File: src/core/msc_top_unused_placeholder.sv
`timescale 1ns/10ps

File: src/core/msc_pkg.sv
// Function
// - writing 0x0f to operating control enables both sensors, 2g, full resolution
// - operating control resets to 0x00; writing 0x00 stops both sensors
// - output rate control resets to 0x22, meaning 50 Hz for both sensors
// - route value 0x18 sends both data-ready events to the interrupt pin
// - route value 0x02 sends motion events to the interrupt pin
// - pin config 0x04 gives push-pull, active-high, latched interrupt pin
// - direction mask holds one enable per direction; 0x3f enables all six
// - motion threshold is in counts at 16 counts per g
// - motion compares each new reading against the previous one
// - each axis reads as a low and high byte, two's complement, any time
// - motion timer sets how many samples motion must persist before waking
// - a motion wake-up puts the field sensor into operating mode by itself
// - motion timer counts periods of the motion evaluation rate
// - reading the release register clears the latched pin, sources and status bit 0x10
// - pulse mode gives a self-clearing pulse of about 50 us, started or restarted by any routed event
package msc_pkg;
  // ----------------------------------------------------------------
  // register offsets
  // ----------------------------------------------------------------
  localparam logic [7:0] OFS_SOURCE = 8'h03;
  localparam logic [7:0] OFS_STATUS = 8'h04;
  localparam logic [7:0] OFS_RELEASE = 8'h05;
  localparam logic [7:0] OFS_MASK = 8'h06;
  localparam logic [7:0] OFS_ACCEL_BASE = 8'h0a;
  localparam logic [7:0] OFS_FIELD_BASE = 8'h10;
  localparam logic [7:0] OFS_ROUTE_ONE = 8'h2a;
  localparam logic [7:0] OFS_PIN_CFG = 8'h2c;
  localparam logic [7:0] OFS_DIR_MASK = 8'h2d;
  localparam logic [7:0] OFS_THRESHOLD = 8'h2f;
  localparam logic [7:0] OFS_PERSIST = 8'h30;
  localparam logic [7:0] OFS_RATE_CTL = 8'h38;
  localparam logic [7:0] OFS_OP_CTL = 8'h3a;
  // ----------------------------------------------------------------
  // reset values
  // ----------------------------------------------------------------
  localparam logic [7:0] OP_CTL_RST = 8'h00;
  localparam logic [7:0] RATE_CTL_RST = 8'h22;
  localparam logic [7:0] CFG_RST = 8'h00;
  // ----------------------------------------------------------------
  // field positions
  // ----------------------------------------------------------------
  localparam int OP_ACCEL_EN = 0;
  localparam int OP_FIELD_EN = 1;
  localparam int OP_FULL_RES = 2;
  localparam int OP_TEMP_OFF = 3;
  localparam int ROUTE_MOTION = 1;
  localparam int ROUTE_FIELD = 3;
  localparam int ROUTE_ACCEL = 4;
  localparam int PIN_PULSE = 0;
  localparam int PIN_OPEN_DRAIN = 1;
  localparam int PIN_ACT_HIGH = 2;
  localparam int SRC_ACCEL = 0;
  localparam int SRC_FIELD = 1;
  localparam int SRC_MOTION = 2;
  localparam int STAT_INT = 4;
  localparam int RATE_FIELD_LSB = 4;
  // ----------------------------------------------------------------
  // timing and scaling
  // ----------------------------------------------------------------
  localparam longint CLK_HZ = 125_000_000;
  localparam int RATE_BASE_HZ = 50;
  localparam int RATE_BASE_CODE = 2;
  localparam int RATE_BASE_CYCLES = int'(CLK_HZ / RATE_BASE_HZ);
  localparam int PULSE_US = 50;
  localparam int PULSE_CYCLES = int'((PULSE_US * CLK_HZ) / 1_000_000);
  localparam int COUNTS_PER_G = 16;
  localparam int RAW_PER_G = 16384;
  localparam int THR_SHIFT = $clog2(RAW_PER_G / COUNTS_PER_G);
endpackage : msc_pkg

File: src/core/msc_rate_gen.sv
`timescale 1ns/10ps
module msc_rate_gen #(
  parameter int unsigned BASE_CYCLES = msc_pkg::RATE_BASE_CYCLES
) (
  // clock and reset
  input  wire logic       clk_i,
  input  wire logic       rst_n_i,
  // control
  input  wire logic       en_i,
  input  wire logic [3:0] code_i,
  // sample tick
  output logic            tick_o
);
  // each code step doubles the rate; the base code gives the base rate
  logic [31:0] period;
  logic [31:0] cnt_q;

  assign period = (32'(BASE_CYCLES) << msc_pkg::RATE_BASE_CODE) >> code_i;

  always_ff @(posedge clk_i or negedge rst_n_i) begin
    if (!rst_n_i) begin
      cnt_q  <= '0;
      tick_o <= 1'b0;
    end else if (!en_i) begin
      cnt_q  <= '0;
      tick_o <= 1'b0;
    end else if (cnt_q + 32'd1 >= period) begin
      cnt_q  <= '0;
      tick_o <= 1'b1;
    end else begin
      cnt_q  <= cnt_q + 32'd1;
      tick_o <= 1'b0;
    end
  end
endmodule : msc_rate_gen

File: src/core/msc_pulse.sv
`timescale 1ns/10ps
module msc_pulse #(
  parameter int unsigned PULSE_CYCLES = msc_pkg::PULSE_CYCLES
) (
  // clock and reset
  input  wire logic clk_i,
  input  wire logic rst_n_i,
  // trigger and pulse
  input  wire logic start_i,
  output logic      active_o
);
  logic [15:0] cnt_q;

  always_ff @(posedge clk_i or negedge rst_n_i) begin
    if (!rst_n_i) begin
      cnt_q    <= '0;
      active_o <= 1'b0;
    end else if (start_i) begin
      cnt_q    <= 16'(PULSE_CYCLES - 1);
      active_o <= 1'b1;
    end else if (cnt_q != '0) begin
      cnt_q <= cnt_q - 16'd1;
    end else begin
      active_o <= 1'b0;
    end
  end

  a_pulse_start: assert property (@(posedge clk_i) disable iff (!rst_n_i)
    start_i |=> active_o && cnt_q == 16'(PULSE_CYCLES - 1))
    else $error("pulse did not start at full length");
  a_pulse_end: assert property (@(posedge clk_i) disable iff (!rst_n_i)
    active_o && cnt_q == '0 && !start_i |=> !active_o)
    else $error("pulse did not clear itself");
endmodule : msc_pulse

File: src/core/msc_core.sv
// Chosen here: strobed register access.
`timescale 1ns/10ps
module msc_core #(
  parameter int unsigned RATE_CYCLES  = msc_pkg::RATE_BASE_CYCLES,
  parameter int unsigned PULSE_CYCLES = msc_pkg::PULSE_CYCLES
) (
  // clock and reset
  input  wire logic               core_clk_i,
  input  wire logic               rst_n_i,
  // register port
  input  wire logic [7:0]         reg_addr_i,
  input  wire logic [7:0]         reg_wdata_i,
  input  wire logic               reg_wr_i,
  input  wire logic               reg_rd_i,
  output logic      [7:0]         reg_rdata_o,
  // samples from the sensing front end
  input  wire logic signed [15:0] accel_x_i,
  input  wire logic signed [15:0] accel_y_i,
  input  wire logic signed [15:0] accel_z_i,
  input  wire logic signed [15:0] field_x_i,
  input  wire logic signed [15:0] field_y_i,
  input  wire logic signed [15:0] field_z_i,
  // front end control
  output logic                    accel_run_o,
  output logic                    field_run_o,
  output logic                    full_res_o,
  output logic                    temp_off_o,
  // interrupts
  output logic                    irq_o,
  output logic                    interrupt_pin_one_o,
  output logic                    interrupt_pin_one_oe_o
);
  // ----------------------------------------------------------------
  // reset release
  // ----------------------------------------------------------------
  logic rst_meta_q;
  logic rst_n;

  always_ff @(posedge core_clk_i or negedge rst_n_i) begin
    if (!rst_n_i) begin
      rst_meta_q <= 1'b0;
      rst_n      <= 1'b0;
    end else begin
      rst_meta_q <= 1'b1;
      rst_n      <= rst_meta_q;
    end
  end

  // ----------------------------------------------------------------
  // register state
  // ----------------------------------------------------------------
  logic [7:0]        op_ctl_q;
  logic [7:0]        rate_ctl_q;
  logic [7:0]        route_q;
  logic [7:0]        pin_cfg_q;
  logic [7:0]        dir_mask_q;
  logic [7:0]        thr_q;
  logic [7:0]        persist_q;
  logic [2:0]        irq_mask_q;
  logic [2:0]        src_q;
  logic signed [15:0] accel_q [3];
  logic signed [15:0] field_q [3];
  logic signed [15:0] accel_in [3];
  logic signed [15:0] field_in [3];
  logic [1:0]        tick;
  logic              wr_en;
  logic              rel_rd;
  logic              accel_ev;
  logic              field_ev;
  logic              motion_ev;
  logic [2:0]        ev_set;
  logic [2:0]        src_clr;

  assign accel_in = '{accel_x_i, accel_y_i, accel_z_i};
  assign field_in = '{field_x_i, field_y_i, field_z_i};
  assign wr_en    = reg_wr_i;
  assign rel_rd   = reg_rd_i && reg_addr_i == msc_pkg::OFS_RELEASE;

  // ----------------------------------------------------------------
  // configuration registers
  // ----------------------------------------------------------------
  always_ff @(posedge core_clk_i or negedge rst_n) begin
    if (!rst_n) begin
      op_ctl_q <= msc_pkg::OP_CTL_RST;
    end else begin
      if (wr_en && reg_addr_i == msc_pkg::OFS_OP_CTL) begin
        op_ctl_q <= reg_wdata_i;
      end
      // the wake-up set wins over a host write in the same cycle
      if (motion_ev) begin
        op_ctl_q[msc_pkg::OP_FIELD_EN] <= 1'b1;
      end
    end
  end

  always_ff @(posedge core_clk_i or negedge rst_n) begin
    if (!rst_n) begin
      rate_ctl_q <= msc_pkg::RATE_CTL_RST;
      route_q    <= msc_pkg::CFG_RST;
      pin_cfg_q  <= msc_pkg::CFG_RST;
      dir_mask_q <= msc_pkg::CFG_RST;
      thr_q      <= msc_pkg::CFG_RST;
      persist_q  <= msc_pkg::CFG_RST;
      irq_mask_q <= '0;
    end else if (wr_en) begin
      unique case (reg_addr_i)
        msc_pkg::OFS_RATE_CTL:  rate_ctl_q <= reg_wdata_i;
        msc_pkg::OFS_ROUTE_ONE: route_q    <= reg_wdata_i;
        msc_pkg::OFS_PIN_CFG:   pin_cfg_q  <= reg_wdata_i;
        msc_pkg::OFS_DIR_MASK:  dir_mask_q <= reg_wdata_i & 8'h3f;
        msc_pkg::OFS_THRESHOLD: thr_q      <= reg_wdata_i;
        msc_pkg::OFS_PERSIST:   persist_q  <= reg_wdata_i;
        msc_pkg::OFS_MASK:      irq_mask_q <= reg_wdata_i[2:0];
        default: ;
      endcase
    end
  end

  assign accel_run_o = op_ctl_q[msc_pkg::OP_ACCEL_EN];
  assign field_run_o = op_ctl_q[msc_pkg::OP_FIELD_EN];
  assign full_res_o  = op_ctl_q[msc_pkg::OP_FULL_RES];
  assign temp_off_o  = op_ctl_q[msc_pkg::OP_TEMP_OFF];

  // ----------------------------------------------------------------
  // sample timing, one rate per sensor
  // ----------------------------------------------------------------
  for (genvar s = 0; s < 2; s++) begin : g_rate
    msc_rate_gen #(.BASE_CYCLES(RATE_CYCLES)) u_rate (
      .clk_i  (core_clk_i),
      .rst_n_i(rst_n),
      .en_i   (op_ctl_q[s]),
      .code_i (rate_ctl_q[4*s +: 4]),
      .tick_o (tick[s])
    );
  end

  assign accel_ev = tick[0] && op_ctl_q[msc_pkg::OP_ACCEL_EN];
  assign field_ev = tick[1] && op_ctl_q[msc_pkg::OP_FIELD_EN];

  // ----------------------------------------------------------------
  // output data and per-direction motion hits
  // ----------------------------------------------------------------
  logic [5:0] hit;

  for (genvar a = 0; a < 3; a++) begin : g_axis
    logic signed [16:0] diff;
    logic signed [18:0] thr_raw;
    assign diff    = 17'(accel_in[a]) - 17'(accel_q[a]);
    // 19 bits so that the largest threshold still exceeds any sample difference
    assign thr_raw = {1'b0, thr_q, 10'h000} >>> (10 - msc_pkg::THR_SHIFT);
    assign hit[2*a]   = diff < -thr_raw;
    assign hit[2*a+1] = diff > thr_raw;

    always_ff @(posedge core_clk_i or negedge rst_n) begin
      if (!rst_n) begin
        accel_q[a] <= '0;
        field_q[a] <= '0;
      end else begin
        if (accel_ev) begin
          accel_q[a] <= accel_in[a];
        end
        if (field_ev) begin
          field_q[a] <= field_in[a];
        end
      end
    end
  end

  // ----------------------------------------------------------------
  // motion persistence
  // ----------------------------------------------------------------
  logic [7:0] persist_cnt_q;
  logic [7:0] persist_tgt;
  logic       qualify;

  // a timer of zero fires on the first qualifying sample, like a timer of one
  assign persist_tgt = (persist_q == '0) ? 8'h00 : persist_q - 8'h01;
  assign qualify     = |(hit & dir_mask_q[5:0]);
  // the count only advances on evaluation samples, so its unit is one period
  assign motion_ev   = accel_ev && qualify && persist_cnt_q == persist_tgt;

  always_ff @(posedge core_clk_i or negedge rst_n) begin
    if (!rst_n) begin
      persist_cnt_q <= '0;
    end else if (!op_ctl_q[msc_pkg::OP_ACCEL_EN]) begin
      // a stopped sensor starts a fresh persistence run when it is restarted
      persist_cnt_q <= '0;
    end else if (accel_ev) begin
      if (!qualify) begin
        persist_cnt_q <= '0;
      end else if (persist_cnt_q != 8'hff) begin
        persist_cnt_q <= persist_cnt_q + 8'h01;
      end
    end
  end

  // ----------------------------------------------------------------
  // interrupt sources
  // ----------------------------------------------------------------
  always_comb begin
    ev_set = '0;
    ev_set[msc_pkg::SRC_ACCEL]  = accel_ev;
    ev_set[msc_pkg::SRC_FIELD]  = field_ev;
    ev_set[msc_pkg::SRC_MOTION] = motion_ev;
    src_clr = '0;
    if (wr_en && reg_addr_i == msc_pkg::OFS_SOURCE) begin
      src_clr = reg_wdata_i[2:0];
    end
    if (rel_rd) begin
      src_clr = '1;
    end
  end

  // a new event in the clearing cycle stays set
  always_ff @(posedge core_clk_i or negedge rst_n) begin
    if (!rst_n) begin
      src_q <= '0;
    end else begin
      src_q <= (src_q & ~src_clr) | ev_set;
    end
  end

  always_ff @(posedge core_clk_i or negedge rst_n) begin
    if (!rst_n) begin
      irq_o <= 1'b0;
    end else begin
      irq_o <= |(src_q & irq_mask_q);
    end
  end

  // ----------------------------------------------------------------
  // physical interrupt pin
  // ----------------------------------------------------------------
  logic [2:0] src_route;
  logic       routed_new;
  logic       pulse_act;
  logic       asserted;

  assign src_route[msc_pkg::SRC_ACCEL]  = route_q[msc_pkg::ROUTE_ACCEL];
  assign src_route[msc_pkg::SRC_FIELD]  = route_q[msc_pkg::ROUTE_FIELD];
  assign src_route[msc_pkg::SRC_MOTION] = route_q[msc_pkg::ROUTE_MOTION];
  assign routed_new = |(ev_set & src_route);

  msc_pulse #(.PULSE_CYCLES(PULSE_CYCLES)) u_pulse (
    .clk_i   (core_clk_i),
    .rst_n_i (rst_n),
    .start_i (routed_new && pin_cfg_q[msc_pkg::PIN_PULSE]),
    .active_o(pulse_act)
  );

  assign asserted = pin_cfg_q[msc_pkg::PIN_PULSE] ? pulse_act
                                                  : |(src_q & src_route);

  always_ff @(posedge core_clk_i or negedge rst_n) begin
    if (!rst_n) begin
      interrupt_pin_one_o    <= 1'b1;
      interrupt_pin_one_oe_o <= 1'b1;
    end else begin
      interrupt_pin_one_o <= asserted ~^ pin_cfg_q[msc_pkg::PIN_ACT_HIGH];
      // open drain only pulls low; push-pull drives always
      interrupt_pin_one_oe_o <= !pin_cfg_q[msc_pkg::PIN_OPEN_DRAIN] ||
                                !(asserted ~^ pin_cfg_q[msc_pkg::PIN_ACT_HIGH]);
    end
  end

  // ----------------------------------------------------------------
  // read port
  // ----------------------------------------------------------------
  logic [7:0] rd_d;

  always_comb begin
    rd_d = '0;
    unique case (reg_addr_i)
      msc_pkg::OFS_OP_CTL:    rd_d = op_ctl_q;
      msc_pkg::OFS_RATE_CTL:  rd_d = rate_ctl_q;
      msc_pkg::OFS_ROUTE_ONE: rd_d = route_q;
      msc_pkg::OFS_PIN_CFG:   rd_d = pin_cfg_q;
      msc_pkg::OFS_DIR_MASK:  rd_d = dir_mask_q;
      msc_pkg::OFS_THRESHOLD: rd_d = thr_q;
      msc_pkg::OFS_PERSIST:   rd_d = persist_q;
      msc_pkg::OFS_MASK:      rd_d = {5'h00, irq_mask_q};
      msc_pkg::OFS_SOURCE:    rd_d = {5'h00, src_q};
      msc_pkg::OFS_RELEASE:   rd_d = {5'h00, src_q};
      msc_pkg::OFS_STATUS: begin
        rd_d = {6'h00, op_ctl_q[1:0]};
        rd_d[msc_pkg::STAT_INT] = |src_q;
      end
      default: ;
    endcase
    for (int a = 0; a < 3; a++) begin
      if (reg_addr_i == 8'(msc_pkg::OFS_ACCEL_BASE + 2 * a)) rd_d = accel_q[a][7:0];
      if (reg_addr_i == 8'(msc_pkg::OFS_ACCEL_BASE + 2 * a + 1)) rd_d = accel_q[a][15:8];
      if (reg_addr_i == 8'(msc_pkg::OFS_FIELD_BASE + 2 * a)) rd_d = field_q[a][7:0];
      if (reg_addr_i == 8'(msc_pkg::OFS_FIELD_BASE + 2 * a + 1)) rd_d = field_q[a][15:8];
    end
  end

  // data stand only in the cycle after the read strobe
  always_ff @(posedge core_clk_i or negedge rst_n) begin
    if (!rst_n) begin
      reg_rdata_o <= '0;
    end else begin
      reg_rdata_o <= reg_rd_i ? rd_d : 8'h00;
    end
  end

  // ----------------------------------------------------------------
  // checks
  // ----------------------------------------------------------------
  a_op_ctl_write: assert property (@(posedge core_clk_i) disable iff (!rst_n)
    wr_en && reg_addr_i == msc_pkg::OFS_OP_CTL && !motion_ev |=> op_ctl_q == $past(reg_wdata_i))
    else $error("operating control write lost");
  a_rate_write: assert property (@(posedge core_clk_i) disable iff (!rst_n)
    wr_en && reg_addr_i == msc_pkg::OFS_RATE_CTL |=> rate_ctl_q == $past(reg_wdata_i))
    else $error("rate control write lost");
  a_drdy_pin: assert property (@(posedge core_clk_i) disable iff (!rst_n)
    (accel_ev && route_q[msc_pkg::ROUTE_ACCEL] && !pin_cfg_q[msc_pkg::PIN_PULSE] && !rel_rd
     && !wr_en) ##1 (!rel_rd && !wr_en) |=>
    interrupt_pin_one_o == pin_cfg_q[msc_pkg::PIN_ACT_HIGH])
    else $error("data ready not shown on pin");
  a_motion_pin: assert property (@(posedge core_clk_i) disable iff (!rst_n)
    (motion_ev && route_q[msc_pkg::ROUTE_MOTION] && !pin_cfg_q[msc_pkg::PIN_PULSE] && !rel_rd
     && !wr_en) ##1 (!rel_rd && !wr_en) |=> src_q[msc_pkg::SRC_MOTION] &&
    interrupt_pin_one_o == pin_cfg_q[msc_pkg::PIN_ACT_HIGH])
    else $error("motion not shown on pin");
  a_push_pull: assert property (@(posedge core_clk_i) disable iff (!rst_n)
    !pin_cfg_q[msc_pkg::PIN_OPEN_DRAIN] && !wr_en |=> interrupt_pin_one_oe_o)
    else $error("push-pull pin not driven");
  a_pin_idle: assert property (@(posedge core_clk_i) disable iff (!rst_n)
    src_q == '0 && !pin_cfg_q[msc_pkg::PIN_PULSE] && !wr_en |=>
    interrupt_pin_one_o == !pin_cfg_q[msc_pkg::PIN_ACT_HIGH])
    else $error("idle pin shows wrong level");
  a_persist_up: assert property (@(posedge core_clk_i) disable iff (!rst_n)
    accel_ev && qualify && persist_cnt_q != 8'hff |=> persist_cnt_q == $past(persist_cnt_q) + 8'h01)
    else $error("persistence count did not advance");
  a_persist_clr: assert property (@(posedge core_clk_i) disable iff (!rst_n)
    accel_ev && !(|(hit & dir_mask_q[5:0])) |=> persist_cnt_q == 8'h00)
    else $error("persistence count not cleared");
  a_wake_field: assert property (@(posedge core_clk_i) disable iff (!rst_n)
    motion_ev |=> op_ctl_q[msc_pkg::OP_FIELD_EN] && src_q[msc_pkg::SRC_MOTION])
    else $error("wake-up did not start field sensing");
  a_release_clr: assert property (@(posedge core_clk_i) disable iff (!rst_n)
    rel_rd && ev_set == '0 |=> src_q == '0 ##1 (irq_o == 1'b0))
    else $error("release read did not clear sources");
  a_read_data: assert property (@(posedge core_clk_i) disable iff (!rst_n)
    reg_rd_i && reg_addr_i == msc_pkg::OFS_ACCEL_BASE |=> reg_rdata_o == $past(accel_q[0][7:0]))
    else $error("acceleration low byte read wrong");
endmodule : msc_core

File: config.mk
export PLATFORM = sky130hd
export DESIGN_NAME = msc_core
export DESIGN_NICKNAME = d
export VERILOG_FILES = /design/src/core/msc_top_unused_placeholder.sv /design/src/core/msc_pkg.sv /design/src/core/msc_rate_gen.sv /design/src/core/msc_pulse.sv /design/src/core/msc_core.sv
export SDC_FILE = /design/constraint.sdc
export NUM_CORES = 1
export LEC_CHECK = 0
export ABC_AREA = 1
export BUFFER_PORTS_ARGS = -buffer_cell sky130_fd_sc_hd__buf_4
export CORE_ASPECT_RATIO = 1.5
export CORE_UTILIZATION = 54
export CTS_CLUSTER_SIZE = 25
export DETAILED_ROUTE_END_ITERATION = 8
export GPL_TIMING_DRIVEN = 0
export MAX_ROUTING_LAYER = met4
export PLACE_DENSITY = 0.72
export SKIP_LAST_GASP = 1
export SYNTH_ARGS = -nofsm -noshare
export SYNTH_HDL_FRONTEND = slang
export SYNTH_SLANG_ARGS = --single-unit
File: constraint.sdc
create_clock -name core_clk_i -period 7.49 [get_ports core_clk_i]
set_input_delay 1.1235 -clock core_clk_i [delete_from_list [all_inputs] [get_ports core_clk_i]]
set_output_delay 1.1235 -clock core_clk_i [all_outputs]
set_load 0.02 [all_outputs]
==> metrics.yaml, run 1 <==
sta:
  finalSetupTns_ns: 0
  hold_slack_ns: 0.319
  skew_ns: 0.0141
  max-slew-margin-rel_pct: 19.3
  max_freq_mhz: 185
  setup_viol: 0
  slew_viol_final: 0
  tightest_slew_ns: 1.20
  rsz0062_at_grt: "no"
  min_period_over_period_pct: 72.1
  hold_violations: 0
  finalCriticalPeriod_ns: 5.40
critical_path:
  worstRegToRegCells: 31
  crit_slowest_cell: "ha_1"
  crit_type: "input pin to register"
  timing.critical_path.mode_cell: "nand2_1"
  critPathMaxFanout: 10
  endpoint_kind: "register"
  cp-start-kind: "input pin"
  r2r_slack_ns: 2.38
  crit_arrival_ns: 5.86
  crit_required_ns: 7.96
  reg2reg_from: "accel_q[2]"
  reg2reg_to: "u_pulse.cnt_q[0]"
  cpPeakStageDelay_ns: 0.36
placed_design:
  gp_congestion: 1.02
  dpl.hpwl_um: 41500
  io_buffers: 130
  placed_cell_area_um2: 19900
finish:
  area_delta_synth_final_pct: 13.9
  drive_gt1_share_pct: 10.9
  seq_area_um2: 6520
  fin_area_um2: 20700
  num_antenna_cells: 0
  fin_nets: 2881
  multi_input_area_um2: 10300
  fill_cells: 2991
clock_tree:
  postCtsHoldBufs: 0
  cts_root_buffer: "clkbuf_16"
  cts_sinks: 260
  cts_setup_buffers: 0
  clk_pin_slew_ns: 0.06
  cts_max_level: 1
  cts_resized: 0
  numCtsBuffers: 27
  insertion_delay_ns: 0.57
  clockBufferDepth: 3
  cts_tree: "built"
grt:
  first_global_vias: 16500
  grt_pass1_wl_um: 82000
  grtUsageTotal_pct: 31.0
  grt-ovfl-total: 0
  antenna_found_initial: 0
  grt_max_degree: 68
floorplanning:
  io_pins: 131
  coreArea_um2: 33300
  die_w_um: 152
  dieHeight_um: 227
  rows: 82
  initial_core_util_pct: 54.6
  die-area_um2: 34500
synthesis:
  synth-edff-count: 0
  synth_area_leader_cell: "dfrtp_1"
  yosysWarnings: 0
  synth.most_common_cell: "nand2_1"
  netlist.area_leader.share_pct: 35.2
  ys_seq_area_share_pct: 35.7
  syn_avg_cell_area_um2: 7.52
  ys_ff_latch: 260
  ys_types: 53
  synth_ff_type: "dfrtp_1"
  synth_area_leaders: "dfrtp_1 35%, ha_1 11%, nand2_1 11%"
  synthArstFlopShare_pct: 100
  syn_inst: 2422
  netlist_top_cells_count: "535 x nand2_1, 352 x inv_1, 266 x nor2_1"
  synth_area_um2: 18200
run_status:
  status: "complete, no violations"
routing:
  routedWlPerCell_um: 16.9
  drt-total-wl_um: 51400
  drtPass1Iterations: 6
  vias_per_cell: 5.52
  first_iter_violations: 1099
  drcViolationCount: 0
  vias: 16800
  ant_nets: 0
flow_run:
  max_cap_violations: 0
power:
  p_total_w: 0.00472
  p_leak_nw: 10.4
  worst_ir_drop_vdd_v: 0.000196
  p_per_area_nw_per_um2: 227
worst_hold_path:
  hold_class: "register to async pin"
## worst max-delay path: cells and delay by family
family / cells / cell delay, ns
simple gates: 18 / 2.29
xor+xnor: 1 / 0.15
buf+inv: 3 / 0.43
compound gates: 7 / 1.21
fa+ha+maj: 2 / 0.64
## power by group
part           switching (W)  internal (W)
Clock               0.000592      0.000754
Sequential          0.000184       0.00165
Combinational       0.000907      0.000632
Total                0.00168       0.00303
## how the worst max path moves through the flow
stage	slack (ns)	cells past startpoint	end	startpoint
floorplan	2.84	33	u_pulse.cnt_q[0]	accel_z_i[0]
global placement	1.55	0	accel_q[25]	rst_n
detailed placement	1.58	29	u_pulse.cnt_q[7]	accel_z_i[2]
CTS	2.17	29	u_pulse.cnt_q[14]	accel_z_i[2]
global route	1.72	29	u_pulse.cnt_q[14]	accel_z_i[6]
finish	2.09	31	u_pulse.cnt_q[0]	accel_z_i[2]
## metrics by stage
step | setup WS (ns) | utilization (%) | instances
after floorplan | 2.84 | - | 2437
after global placement | 1.55 | 59.3 | 2987
after detailed placement | 1.58 | 59.6 | 2991
after CTS | 2.17 | 62.2 | 3041
after global routing | 1.72 | 62.2 | 3041
final | 2.09 | 62.2 | 3041
## layout by cell type (no fill, tap or decap), drive strengths merged, types with 68 or more instances in the layout
cell type and n:
clkbuf 69, inv 356, nor2 297, a21oi 160
nand3 102, o21ai 141, nand2 542, ha 162
xor2 68, buf 139, dfrtp 256
## layer usage
layer / vias to the layer above / routed length, µm / global-route usage, %
met5: - / 0 / -
met4: 0 / 3820 / 20.9
met3: 191 / 2380 / 2.93
met2: 530 / 26400 / 56.8
met1: 7806 / 18900 / 31.7
li1: 8257 / - / -
## final cells by class
| class | instances | share of cell area (%) |
|---|---|---|
| sequential | 260 | 31.4 |
| tap | 420 | 2.53 |
| clock inverter | 11 | 0.645 |
| multi-input combinational | 1783 | 49.4 |
| timing repair buffer | 134 | 5.20 |
| buffer | 35 | 0.766 |
| inverter | 359 | 6.49 |
| clock buffer | 39 | 3.52 |
## sequential cells by signal (all words and copies together), names as in the netlist, 2 cells and up
register	flops
route_q	8
thr_q	8
reg_rdata_o	8
src_q	3
irq_mask_q	3
field_q	48
op_ctl_q	8
dir_mask_q	6
accel_q	48
g_rate.u_rate.cnt_q	64
persist_cnt_q	8
persist_q	8
u_pulse.cnt_q	16
pin_cfg_q	8
g_rate.u_rate.tick_o	2
rate_ctl_q	8
## cells by family after synthesis
| family | share of synthesized area (%) |
|---|---|
| AND/OR/NAND/NOR | 26.0 |
| buffers and inverters | 8.27 |
| AO/OA/AOI/OAI | 11.2 |
| flip-flops | 35.7 |
| adder cells (fa/ha/maj) | 11.5 |
| XOR/XNOR | 4.52 |
| multiplexers | 2.72 |
| other | 0.0412 |
Note: power is estimated with default switching activity, not from simulation.
==> run 2, diff against run 1 <==
- clock period: 7.49 -> 4.9 ns (I/O delays scaled with it)
==> metrics.yaml, run 2 (synthesis gave the netlist of run 1 again) <==
floorplanning:
  initial_core_util_pct: 54.6  # unchanged
  die_w_um: 152  # unchanged
  rows: 82  # unchanged
  die-area_um2: 34500  # unchanged
  dieHeight_um: 227  # unchanged
  io_pins: 131  # unchanged
  coreArea_um2: 33300  # unchanged
flow_run:
  max_cap_violations: 0  # unchanged
critical_path:
  r2r_slack_ns: 0.29  # -2.09 ns
  crit_arrival_ns: 5.08  # -0.78 ns
  crit_buf_inv: 3  # unchanged
  endpoint_kind: "register"
  cp-start-kind: "register"
  reg2reg_from: "accel_q[6]"
  crit_family: "simple AND/OR/NAND/NOR gates"
  cpPeakStageDelay_ns: 0.38  # +0.02 ns
  critPathMaxFanout: 10  # unchanged
  worstRegToRegCells: 31  # unchanged
  timing.critical_path.mode_cell: "nand2_1"
  crit_type: "register to register"
  crit_required_ns: 5.37  # -2.59 ns
  reg2reg_to: "u_pulse.cnt_q[0]"
  crit_slowest_cell: "ha_1"
power:
  swShare_pct: 35.9  # +0.17 points
  p_clk_share_pct: 28.5  # about the same
  power_frac_seq_pct: 38.6  # -0.2 points
  p_comb_share_pct: 32.9  # +0.3 points
  worst_ir_drop_vdd_v: 0.000300  # +53%
  p_per_area_nw_per_um2: 348  # +53%
  switching_power_w: 0.00260  # +54%
  p_leak_nw: 10.4  # +0.25%
  p_total_w: 0.00725  # +54%
  internal_power_w: 0.00465  # +53%
finish:
  drive_gt1_share_pct: 11.6  # +0.68 points
  largest_register: "g_rate.u_rate.cnt_q"
  num_antenna_cells: 0  # unchanged
  largest_reg_flops: 64  # unchanged
  final_cell_mix: "533 x nand2_1, 352 x inv_1, 265 x nor2_1"
  fin_nets: 2883  # +0.069%
  area_delta_synth_final_pct: 14.4
  final_cell_count_no_fill: 3043  # +0.066%
  layout_commonest_cell: "nand2_1"
  fin_area_um2: 20800  # +0.48%
  largestRegisters: "g_rate.u_rate.cnt_q: 64 flops, accel_q: 48 flops, field_q: 48 flops"
sta:
  slew_viol_final: 0  # unchanged
  max_freq_mhz: 217
  setup_viol: 0  # unchanged
  max-slew-margin-rel_pct: 18.2  # -1.1 points
  skew_ns: 0.0145  # +0.000416 ns
  finalCriticalPeriod_ns: 4.61
  min_period_over_period_pct: 94.0
  tightest_slew_ns: 1.22  # +0.0162 ns
  hold_violations: 0  # unchanged
routing:
  vias: 16800  # +0.15%
  first_iter_violations: 991  # -9.8%
  ant_nets: 0  # unchanged
  drt-total-wl_um: 51800  # +0.71%
  routedWlPerCell_um: 17.0  # +0.65%
  vias_per_cell: 5.52  # about the same
  drtPass1Iterations: 5  # -1
  drcViolationCount: 0  # unchanged
clock_tree:
  cts_max_level: 1  # unchanged
  cts_setup_buffers: 0  # unchanged
  insertion_delay_ns: 0.58  # about the same
  clockBufferDepth: 3  # unchanged
  clk_pin_slew_ns: 0.06  # about the same
  cts_sinks: 260  # unchanged
  cts_tree: "built"
  cts_root_buffer: "clkbuf_16"
  numCtsBuffers: 27  # unchanged
run_status:
  status: "complete, no violations"
grt:
  grt_pass1_wl_um: 82000  # about the same
  grt-ovfl-total: 0  # unchanged
  first_global_vias: 16500  # +0.061%
  grtUsageTotal_pct: 31.0  # about the same
  antenna_found_initial: 0  # unchanged
  grt_max_degree: 68  # unchanged
placed_design:
  io_buffers: 130  # unchanged
  placedCellCount: 2991  # unchanged
  dpl.hpwl_um: 41500  # unchanged
  placed_cell_area_um2: 19900  # unchanged
  gp_congestion: 1.02  # unchanged
worst_hold_path:
  hold_class: "register to async pin"
## run 2: area by class of cell
type                            instances  area [µm²]
Buffer                                 35         165
Clock buffer                           39         731
Clock inverter                         11         134
Fill cell                            2975       12500
Inverter                              359        1350
Multi-Input combinational cell       1783       10300
Sequential cell                       260        6520
Tap cell                              420         526
Timing Repair Buffer                  135        1090
Timing Repair inverter                  1        7.51
## run 2: routing by layer
metal  global-route usage [%]  up-vias  share of wire (%)
li1                         -     8259                  -
met1                     31.7     7834                 37
met2                     56.8      525                 51
met3                     3.05      192                4.3
met4                     20.9        0                7.4
met5                        -        -                  0
## run 2: worst max-delay path by stage
stage                       from                 to  depth (start not counted)
floorplan                  rst_n         accel_q[0]                          0
global placement           rst_n        accel_q[25]                          0
detailed placement  accel_z_i[2]   u_pulse.cnt_q[7]                         29
CTS                   accel_q[2]  u_pulse.cnt_q[14]                         29
global route         accel_q[23]   u_pulse.cnt_q[0]                         33
finish                accel_q[6]   u_pulse.cnt_q[0]                         31
## run 2: repair_timing
action	in CTS	in global routing
gates cloned	0	1
hold buffers	1	0
endpoints found under the setup margin	17	47
pin swaps	0	3
resized for setup	2	24
endpoints found under the hold margin	2	0
## run 2: power groups by stage
| stage | Clock, W | Sequential (W) | Combinational, W |
|---|---|---|---|
| after floorplan | 0 | 0.00276 | 0.00169 |
| after global routing | 0.00218 | 0.00284 | 0.00266 |
| after detailed placement | 0 | 0.00283 | 0.00234 |
| after global placement | 0 | 0.00285 | 0.00221 |
| after CTS | 0.00210 | 0.00279 | 0.00236 |
| final | 0.00206 | 0.00280 | 0.00238 |
## run 2: metrics by stage
| stage | util (%) | hold WS [ns] | setup slack [ns] | TNS, ns |
|---|---|---|---|---|
| 5_1_grt | 62.5 | 0.363 | -0.0191 | -0.0191 |
| 4_1_cts | 62.3 | 0.336 | 0.0755 | 0 |
| 3_5_place_dp | 59.6 | 0.327 | -0.624 | -13.26 |
| 6_report | 62.5 | 0.323 | 0.292 | 0 |
| 2_1_floorplan | - | 0.331 | 0.639 | 0 |
| 3_3_place_gp | 59.3 | 0.337 | -1.04 | -265.50 |
